## config.mk

```make
export PLATFORM = sky130hd
export DESIGN_NAME = system_clock_config
export DESIGN_NICKNAME = d
export VERILOG_FILES = /design/src/rtl/clock_config_pkg.sv /design/src/rtl/system_clock_config.sv
export SDC_FILE = /design/constraint.sdc
export NUM_CORES = 1
export LEC_CHECK = 0
export BUFFER_PORTS_ARGS = -buffer_cell sky130_fd_sc_hd__buf_2
export CORE_MARGIN = 10
export CORE_UTILIZATION = 40
export CTS_CLUSTER_SIZE = 12
export DETAILED_ROUTE_END_ITERATION = 8
export PLACE_DENSITY = 0.6
export SLEW_MARGIN = 40
export SYNTH_ARGS = -nofsm -noshare
export SYNTH_HDL_FRONTEND = slang
export SYNTH_SLANG_ARGS = --single-unit
```

## constraint.sdc

```tcl
create_clock -name clk_i -period 2.9 [get_ports clk_i]
set_clock_uncertainty 0.05 [all_clocks]
set_input_delay 0.58 -clock clk_i [delete_from_list [all_inputs] [get_ports clk_i]]
set_output_delay 0.58 -clock clk_i [all_outputs]
set_load 0.03 [all_outputs]
```

## src/rtl/clock_config_pkg.sv

```systemverilog
/*
 Constants, types and decode functions for the clock configuration block.
 Assumes one 25 MHz clock and a synchronous active-high reset.
*/
// Functional notes
// config word resets zero; software writes only
// zero waits; one or two during switch
// select: rc, external, multiplied, reserved
// force rc on wake or external failure; code forces on failure only with security_en_i set and external in use
// status field reports actual root source
// core divider: 1,2,4,8,16,64,128,256,512
// software enables prefetch when core divides
// low-speed divider: 1,2,4,8,16 of core
// software keeps low-speed clock under 48MHz
// high-speed divider, same encoding as low
// converter divider: 2,4,6,8 of high-speed
// multiplier reference: rc halved or external
// external predivider: pass or halve
// multiplier fields locked while multiplier enabled
// factor field sets ratio two to sixteen
// software keeps multiplied clock under 96MHz
// usb divider: 1.5, 1, 2, reserved
// software sets usb divider before enabling
// usb divider locked while usb clock on
// clock output pin source select
// factor is code plus two, saturating
// glitch-free switch, status after completion
package clock_config_pkg;

    localparam logic [7:0]  CFG_OFFSET         = 8'h04;
    localparam logic [31:0] CFG_RESET          = 32'h0000_0000;
    localparam logic [31:0] STATUS_MASK        = 32'h0000_000C;
    localparam logic [31:0] MULT_FIELDS_MASK   = 32'h003F_0000;
    localparam logic [31:0] USB_FIELD_MASK     = 32'h00C0_0000;
    localparam logic [31:0] RESERVED_MASK      = 32'hF800_0000;
    localparam logic [1:0]  SWITCH_GAP_CYCLES  = 2'h2;
    localparam logic [1:0]  ACCESS_WAIT_CYCLES = 2'h2;

    typedef enum logic [1:0] {SRC_RC, SRC_EXT, SRC_MULT, SRC_RSVD} source_e;
    typedef enum logic [1:0] {SW_IDLE, SW_WAIT_READY, SW_GAP} switch_e;

    typedef struct packed {
        logic [4:0] reserved;
        logic [2:0] clock_output_select;
        logic [1:0] usb_clock_divider;
        logic [3:0] multiplication_factor;
        logic       external_predivider;
        logic       multiplier_source_select;
        logic [1:0] converter_clock_divider;
        logic [2:0] high_speed_bus_divider;
        logic [2:0] low_speed_bus_divider;
        logic [3:0] core_bus_divider;
        source_e    root_source_status;
        source_e    root_source_select;
    } cfg_s;

    typedef struct packed {
        cfg_s       cfg;
        switch_e    sw;
        source_e    target;
        logic [1:0] gap;
        logic [1:0] wt;
        logic       waiting;
        logic       ack;
        logic [31:0] rdata;
        logic [8:0] core_cnt;
        logic [3:0] low_cnt;
        logic [3:0] high_cnt;
        logic [2:0] conv_cnt;
        logic       core_tick;
        logic       low_tick;
        logic       high_tick;
        logic       conv_tick;
        logic [4:0] factor;
        logic       switching;
    } state_s;

    function automatic logic [9:0] core_ratio(input logic [3:0] code);
        if (!code[3]) begin
            return 10'h001;
        end
        if (code[2]) begin
            return 10'h040 << code[1:0];
        end
        return 10'h002 << code[1:0];
    endfunction

    function automatic logic [4:0] bus_ratio(input logic [2:0] code);
        if (!code[2]) begin
            return 5'h01;
        end
        return 5'h02 << code[1:0];
    endfunction

    function automatic logic [3:0] conv_ratio(input logic [1:0] code);
        return {1'b0, code, 1'b0} + 4'h2;
    endfunction

    function automatic logic [4:0] mult_ratio(input logic [3:0] code);
        if (code == 4'hF) begin
            return 5'h10;
        end
        return {1'b0, code} + 5'h02;
    endfunction

endpackage

```

## src/rtl/system_clock_config.sv

```systemverilog
/*
 Clock configuration register with root source switch control, divider
 tick generation and clock output selection, reached over classic Wishbone.
 Assumes ready and failure inputs are synchronous to clk_i.
*/
// The Wishbone slave port is this design's own decision.
`timescale 1ns/10ps
`default_nettype none
module system_clock_config
    import clock_config_pkg::*;
(
    // clock and reset
    input  wire logic        clk_i,
    input  wire logic        rst_i,
    // wishbone slave
    input  wire logic        cyc_i,
    input  wire logic        stb_i,
    input  wire logic        we_i,
    input  wire logic [7:0]  adr_i,
    input  wire logic [3:0]  sel_i,
    input  wire logic [31:0] dat_i,
    output logic      [31:0] dat_o,
    output logic             ack_o,
    // oscillator and power state
    input  wire logic        rc_ready_i,
    input  wire logic        ext_ready_i,
    input  wire logic        mult_ready_i,
    input  wire logic        wake_i,
    input  wire logic        security_en_i,
    input  wire logic        ext_fail_i,
    input  wire logic        mult_enabled_i,
    input  wire logic        usb_clk_enabled_i,
    // root source control
    output logic      [1:0]  root_source_o,
    output logic             switching_o,
    // divided rate enables
    output logic             core_tick_o,
    output logic             low_speed_tick_o,
    output logic             high_speed_tick_o,
    output logic             converter_tick_o,
    // multiplier and usb setup
    output logic             mult_ref_ext_o,
    output logic             ext_predivide_o,
    output logic      [4:0]  mult_factor_o,
    output logic      [1:0]  usb_div_o,
    // clock output pin
    output logic      [2:0]  clock_output_sel_o
);

    state_s      s_r;
    state_s      s_nxt;
    logic        access;
    logic        busy;
    logic        hit;
    logic        ext_in_use;
    logic        src_ready;
    logic [31:0] lane_mask;
    logic [31:0] keep_mask;
    logic [31:0] merged;
    logic [9:0]  cr;
    logic [4:0]  lr;
    logic [4:0]  hr;
    logic [3:0]  vr;

    always_comb begin
        s_nxt      = s_r;
        access     = cyc_i && stb_i && !s_r.ack;
        busy       = (s_r.sw != SW_IDLE);
        hit        = (adr_i[7:2] == CFG_OFFSET[7:2]);
        ext_in_use = (s_r.cfg.root_source_status == SRC_EXT)
                     || (s_r.cfg.root_source_status == SRC_MULT && s_r.cfg.multiplier_source_select);
        lane_mask  = {{8{sel_i[3]}}, {8{sel_i[2]}}, {8{sel_i[1]}}, {8{sel_i[0]}}};
        // locked field groups
        keep_mask  = STATUS_MASK | RESERVED_MASK
                     | (mult_enabled_i ? MULT_FIELDS_MASK : 32'h0000_0000)
                     | (usb_clk_enabled_i ? USB_FIELD_MASK : 32'h0000_0000);
        merged     = (s_r.cfg & ~lane_mask) | (dat_i & lane_mask);
        merged     = (merged & ~keep_mask) | (s_r.cfg & keep_mask);
        src_ready  = 1'b0;
        // select code to source
        unique case (s_r.target)
            SRC_RC:   src_ready = rc_ready_i;
            SRC_EXT:  src_ready = ext_ready_i;
            SRC_MULT: src_ready = mult_ready_i;
            default:  src_ready = 1'b0;
        endcase

        // bus handshake
        s_nxt.ack = 1'b0;
        // waits only while switching
        if (access && !s_r.waiting) begin
            if (busy) begin
                s_nxt.waiting = 1'b1;
                s_nxt.wt      = ACCESS_WAIT_CYCLES;
            end else begin
                s_nxt.ack   = 1'b1;
                s_nxt.rdata = hit ? s_r.cfg : 32'h0000_0000;
            end
        end else if (access) begin
            s_nxt.wt = s_r.wt - 2'h1;
            if (s_r.wt == 2'h1 || !busy) begin
                s_nxt.waiting = 1'b0;
                s_nxt.ack     = 1'b1;
                s_nxt.rdata   = hit ? s_r.cfg : 32'h0000_0000;
            end
        end else begin
            s_nxt.waiting = 1'b0;
        end
        // software write at acknowledge
        if (s_r.ack && cyc_i && stb_i && we_i && hit) begin
            s_nxt.cfg = merged;
        end

        // source switch sequence
        unique case (s_r.sw)
            SW_IDLE: begin
                if (s_nxt.cfg.root_source_select != SRC_RSVD
                        && s_nxt.cfg.root_source_select != s_r.cfg.root_source_status) begin
                    s_nxt.sw     = SW_WAIT_READY;
                    s_nxt.target = s_nxt.cfg.root_source_select;
                end
            end
            SW_WAIT_READY: begin
                if (s_nxt.cfg.root_source_select != s_r.target) begin
                    s_nxt.sw = SW_IDLE;
                end else if (src_ready) begin
                    s_nxt.sw  = SW_GAP;
                    s_nxt.gap = SWITCH_GAP_CYCLES;
                end
            end
            SW_GAP: begin
                s_nxt.gap = s_r.gap - 2'h1;
                if (s_r.gap == 2'h1) begin
                    s_nxt.sw = SW_IDLE;
                    // status follows completed switch
                    s_nxt.cfg.root_source_status = s_r.target;
                end
            end
        endcase
        // forced fallback to rc
        if (wake_i || (security_en_i && ext_fail_i && ext_in_use)) begin
            s_nxt.cfg.root_source_select = SRC_RC;
            s_nxt.cfg.root_source_status = SRC_RC;
            s_nxt.sw                     = SW_IDLE;
        end
        // registered gap flag
        s_nxt.switching = (s_nxt.sw == SW_GAP);

        // core rate
        cr = core_ratio(s_r.cfg.core_bus_divider);
        // low-speed rate
        lr = bus_ratio(s_r.cfg.low_speed_bus_divider);
        // high-speed rate
        hr = bus_ratio(s_r.cfg.high_speed_bus_divider);
        // converter rate
        vr = conv_ratio(s_r.cfg.converter_clock_divider);
        s_nxt.core_tick = ({1'b0, s_r.core_cnt} >= cr - 10'h001);
        s_nxt.core_cnt  = s_nxt.core_tick ? 9'h000 : s_r.core_cnt + 9'h001;
        s_nxt.low_tick  = 1'b0;
        s_nxt.high_tick = 1'b0;
        if (s_nxt.core_tick) begin
            s_nxt.low_tick  = ({1'b0, s_r.low_cnt} >= lr - 5'h01);
            s_nxt.low_cnt   = s_nxt.low_tick ? 4'h0 : s_r.low_cnt + 4'h1;
            s_nxt.high_tick = ({1'b0, s_r.high_cnt} >= hr - 5'h01);
            s_nxt.high_cnt  = s_nxt.high_tick ? 4'h0 : s_r.high_cnt + 4'h1;
        end
        s_nxt.conv_tick = 1'b0;
        if (s_nxt.high_tick) begin
            s_nxt.conv_tick = ({1'b0, s_r.conv_cnt} >= vr - 4'h1);
            s_nxt.conv_cnt  = s_nxt.conv_tick ? 3'h0 : s_r.conv_cnt + 3'h1;
        end
        // decoded factor
        s_nxt.factor = mult_ratio(s_nxt.cfg.multiplication_factor);
    end

    always_ff @(posedge clk_i) begin
        if (rst_i) begin
            s_r        <= '0;
            s_r.cfg    <= CFG_RESET;
            s_r.factor <= mult_ratio(CFG_RESET[21:18]);
        end else begin
            s_r <= s_nxt;
        end
    end

    assign dat_o              = s_r.rdata;
    assign ack_o              = s_r.ack;
    assign root_source_o      = s_r.cfg.root_source_status;
    // root clock gated during switch
    assign switching_o        = s_r.switching;
    assign core_tick_o        = s_r.core_tick;
    assign low_speed_tick_o   = s_r.low_tick;
    assign high_speed_tick_o  = s_r.high_tick;
    assign converter_tick_o   = s_r.conv_tick;
    // multiplier reference
    assign mult_ref_ext_o     = s_r.cfg.multiplier_source_select;
    // external predivider
    assign ext_predivide_o    = s_r.cfg.external_predivider;
    assign mult_factor_o      = s_r.factor;
    // usb divider code
    assign usb_div_o          = s_r.cfg.usb_clock_divider;
    // clock output select
    assign clock_output_sel_o = s_r.cfg.clock_output_select;

endmodule
`default_nettype wire

```

==> results of run 1 <==
==> state kept, by name, indices dropped and copies added, names as in the netlist <==
signal	flops
dat_o	27
mult_factor_o	5
ext_predivide_o	1
ack_o	1
low_speed_tick_o	1
mult_ref_ext_o	1
converter_tick_o	1
high_speed_tick_o	1
clock_output_sel_o	3
s_r	47
switching_o	1
usb_div_o	2
core_tick_o	1
root_source_o	2
==> cell families (layout without fill, tap and decap cells) <==
group | after synthesis | after routing | synth area share (%)
simple gates | 172 | 172 | 18.1
compound gates | 113 | 113 | 16.3
flops | 94 | 94 | 41.2
buf+inv | 85 | 143 | 10.8
fa+ha+maj | 29 | 29 | 7.95
mux | 17 | 17 | 3.86
xor+xnor | 9 | 9 | 1.73
other cells | 1 | 5 | 0.0821
==> metal layers <==
layer	track usage, %	wire length (um)	vias up
met1	15.7	5040	1709
met2	20.6	4960	73
li1	-	-	1890
met5	0	13	-
met3	4.71	614	12
met4	4.29	140	2
==> power breakdown <==
group	internal, mW	leakage [nW]	switching, mW
Combinational	0.0923	1.29	0.133
Clock	0.610	0.137	0.501
Sequential	1.32	0.759	0.0154
Total	2.02	2.18	0.649
==> area by class of cell <==
type                            instances  area share [%]
Clock buffer                           12            4.75
Clock inverter                          4           0.602
Inverter                               20            1.45
Multi-Input combinational cell        345            42.7
Sequential cell                        94            36.2
Tap cell                              140            3.37
Timing Repair Buffer                  107            10.9
==> path summary, 6_finish.rpt <==
path | start | endpoint | slack, ps | depth (start not counted)
worst max-delay path | s_r[79] | s_r[11] | 420 | 8
worst min-delay path | dat_i[22] | usb_div_o[0] | 420 | 3
worst max register to register | s_r[79] | s_r[11] | 420 | 8
worst min register to register | s_r[86] | s_r[86] | 430 | 2
==> Yosys cell counts (14+ instances only) <==
cell / number
clkbuf_1: 18
mux2i_1: 15
a21oi_1: 30
a22oi_1: 27
nand2_1: 46
nand3_1: 23
nor2_1: 61
ha_1: 29
o21ai_0: 14
dfxtp_1: 94
inv_1: 20
buf_4: 44
==> through the flow <==
stage	instance area [um2]	worst slack [ps]	instances	power, mW	utilization, %
6_report	5190	423	722	2.67	47.1
5_1_grt	5190	280	722	2.77	47.1
4_1_cts	5190	422	722	2.69	47.1
2_1_floorplan	4580	227	524	1.51	-
3_3_place_gp	4920	148	706	1.58	44.6
3_5_place_dp	4920	110	706	1.58	44.6
==> worst max-delay path, stage by stage (launching register included) <==
cell and delay (ps):
dfxtp_1 520, o31ai_1 140, ha_1 290, a21o_1 100, a21oi_1 60, o211ai_1 230
a31oi_1 170, or4b_2 680, a21oi_1 170
==> metrics.txt, run 1 <==
status finished clean; final wirelength 10800 um; Seq/Total Area, Yosys slightly above 40%; vias in the first global route 3591; Post-Synthesis Cells 520; area of the core ~11000 um2; Power Dens Cells 513 nW/um2; TritonCTS Sinks 94; Slew Limit Fails 0; Post-synth EDFFs 0; post-CTS setup buffers 0; IO buf count 94; DP Wirelength 8170 um; Worst EP required between 3000 and 4000 ps; Worst Hold Slack 420 ps; Num CTS Buffers 9; initial detailed-routing violation count 178; router iterations before antenna repair 4; via count 3686; Critical Path End Type flop; initial core utilization approximately 41%; max frequency 0.404 GHz; # diodes 0; CTS Hold Bufs 0; synth unique cells 51; CTS clk-pin slew, worst paths 70 ps; Die Ht around 130 um; period utilization a little under nine tenths; Root Buffer clkbuf_16; clock tree buffer depth 2; Routed Antenna Nets 0; class of the worst hold path in2reg; largest net degree at the start of global routing between 60 and 70; # DRC 0; Synth top area share 41.2%; CTS tree built; Row Count 38; mapped cell area 4570 um2; Synth Flop Type dfxtp_1; fillers 1097; peak supply drop 0.287 mV; Seq cells post-synth 94; worst-skew pair later-pin latency about 340 ps; min cycle time layout 2480 ps; crit path kind reg2reg; die area between 15000 and 20000 um2; CP startpoint kind flop; die width 127 um; Synth Area per Inst 8.78 um2; initial antenna violation count 1; H-tree depth 3; WL/cell 14.9 um; CP max FO 11; Max Cap Viol 0; setup violators final 0; PostCTS Resize Cnt 0; All-Layer GR Usage 12.9%; LEAKAGE 2.18 nW; Final Hold Viols 0; grt ovf 0; synth top area cells dfxtp_1 (41%), ha_1 (7.9%), buf_4 (7.2%); I/O pins about 110; WP data arrival 2690 ps; synth-to-layout area growth 13.7%; Slew headroom 53.2%; Register Area 1880 um2; most frequent cells in the layout dfxtp_1 (94), buf_2 (94), nor2_1 (60), nand2_1 (46), a21oi_1 (30); share of layout cells above drive strength 1 23.2%; warnings from Yosys 0; first-pass GRT wire length roughly 17000 um; asr flop ratio synth 0%; final setup TNS 0 ps; Final Wtd Congestion 0.796; nets@finish 663; unrepaired setup endpoints after global routing no; Slew @ Worst Pin approximately 700 ps; vias per cell 5.11; largest area contributor in the netlist dfxtp_1; multi-input logic area 2220 um2
No activity file was read; power rests on OpenSTA's default activity.
==> run 2, diff against run 1 <==
Settings changed: CTS_BUF_LIST set to sky130_fd_sc_hd__clkbuf_8.
==> metrics.txt, run 2 (synthesis gave the netlist of run 1 again) <==
status finished clean; initial core utilization about 41%; WL/cell 15.0 um; Routed Antenna Nets 0; synth-to-layout area growth 11.5%; I/O pins 109; Worst path slowest cell or4b_2; vias in the first global route 3598; post-CTS setup buffers 0; TritonCTS Sinks 94; DP Wirelength approximately 8200 um; Slew @ Worst Pin 700 ps; Final Wtd Congestion a little under 0.8; Critical Path End Type flop; Max Cap Viol 0; period utilization 86.3%; CP max FO 11; DP Worst Slack 110 ps; first-pass GRT wire length 17500 um; Reg-to-Reg End s_r[11]; worst hold endpoint usb_div_o[0]; via count 3678; CP delay by family, top compound AO/OA/AOI/OAI gates; Critical path buffers and inverters 0; Top reg by flops s_r; grt ovf 0; max frequency 0.400 GHz; most frequent cells in the layout dfxtp_1 (94), buf_2 (94), nor2_1 (60), nand2_1 (46), a21oi_1 (30); CP Launch Point s_r[79]; cell mode on critical path a21oi_1; Num CTS Buffers 9; Hold Path Origin dat_i[22]; max reg flops 47; Slew headroom 53.3%; Worst path max stage delay 670 ps; PostCTS Resize Cnt 0; H-tree depth 3; router iterations before antenna repair 4; IO buf count 94; # DRC 0; CTS Hold Bufs 0; final setup TNS 0 ps; worst-skew pair later-pin latency 370 ps; initial antenna violation count 1; R2R cell count 8; min cycle time layout 2500 ps; LEAKAGE about 2.1 nW; Die Ht 127 um; Root Buffer clkbuf_8; RR Startpoint s_r[79]; CTS tree built; largest net degree at the start of global routing 66; unrepaired setup endpoints after global routing no; share of layout cells above drive strength 1 23.2%; # diodes 0; fillers about 1100; Worst Hold Slack 396 ps; r2r setup slk 400 ps; CTS clk-pin slew, worst paths 100 ps; WP data arrival 2740 ps; setup violators final 0; Row Count 38; initial detailed-routing violation count 158; hold depth 3; clock tree buffer depth 2; Non-Filler Instances just over 700; Worst EP required ~3100 ps; worst-path cell chain o31ai_1 -> ha_1 -> a21o_1 -> a21oi_1 -> o211ai_1 -> a31oi_1 -> or4b_2 -> a21oi_1; die area ~16000 um2; die width between 100 and 150 um; Slew Limit Fails 0; crit path kind reg2reg; final wirelength 10800 um; area of the core ~11000 um2; All-Layer GR Usage 13.0%; dpl cells 706; Post-Place Cell Area 4920 um2; setup ws final 398 ps; Power Dens Cells 464 nW/um2; class of the worst hold path in2reg; Final Cell Area 5090 um2; nets@finish between 600 and 700; Final Hold Viols 0; CP startpoint kind flop; vias per cell 5.09; peak supply drop 0.214 mV
==> run 2: worst reg2reg max path: cells and delay by family (launching register included) <==
kind / cells / cell delay (ps)
flip-flops: 1 / 540
AND/OR/NAND/NOR: 1 / 670
adder cells (fa/ha/maj): 1 / 290
AO/OA/AOI/OAI: 6 / 870
==> run 2: per-stage QoR <==
stage | power (mW) | utilization [%]
final | 2.36 | 46.2
after global routing | 2.46 | 46.2
after CTS | 2.38 | 46.2
after detailed placement | 1.58 | 44.6
after global placement | 1.58 | 44.6
after floorplan | 1.51 | -
==> run 2: where the power goes <==
part	switching (mW)	internal (mW)	total, mW
Sequential	0.0156	1.31	1.33
Combinational	0.133	0.0928	0.226
Clock	0.471	0.334	0.805
Total	0.620	1.74	2.36
==> run 2: how the worst max path moves through the flow <==
stage               cells after the start                to
finish                                  8           s_r[11]
global route                            8           s_r[11]
CTS                                     8           s_r[11]
detailed placement                      9           s_r[66]
global placement                       10  mult_factor_o[3]
floorplan                               9  mult_factor_o[3]
==> run 2: metal layers <==
layer  vias to the layer above  GRT usage [%]  routed length (um)
li1                       1886              -                   -
met1                      1704           15.7                5070
met2                        74           20.5                4960
met3                        12           5.25                 666
met4                         2           4.02                 112
met5                         -              0                  13
==> run 2: layout make-up <==
cell class,instances,area [um2],share of cell area [%]
clock buffer,10,138,2.70
tap,140,175,3.44
sequential,94,1880,37.0
inverter,20,75.1,1.47
clock inverter,6,38.8,0.762
timing repair buffer,107,568,11.2
multi-input combinational,345,2220,43.5
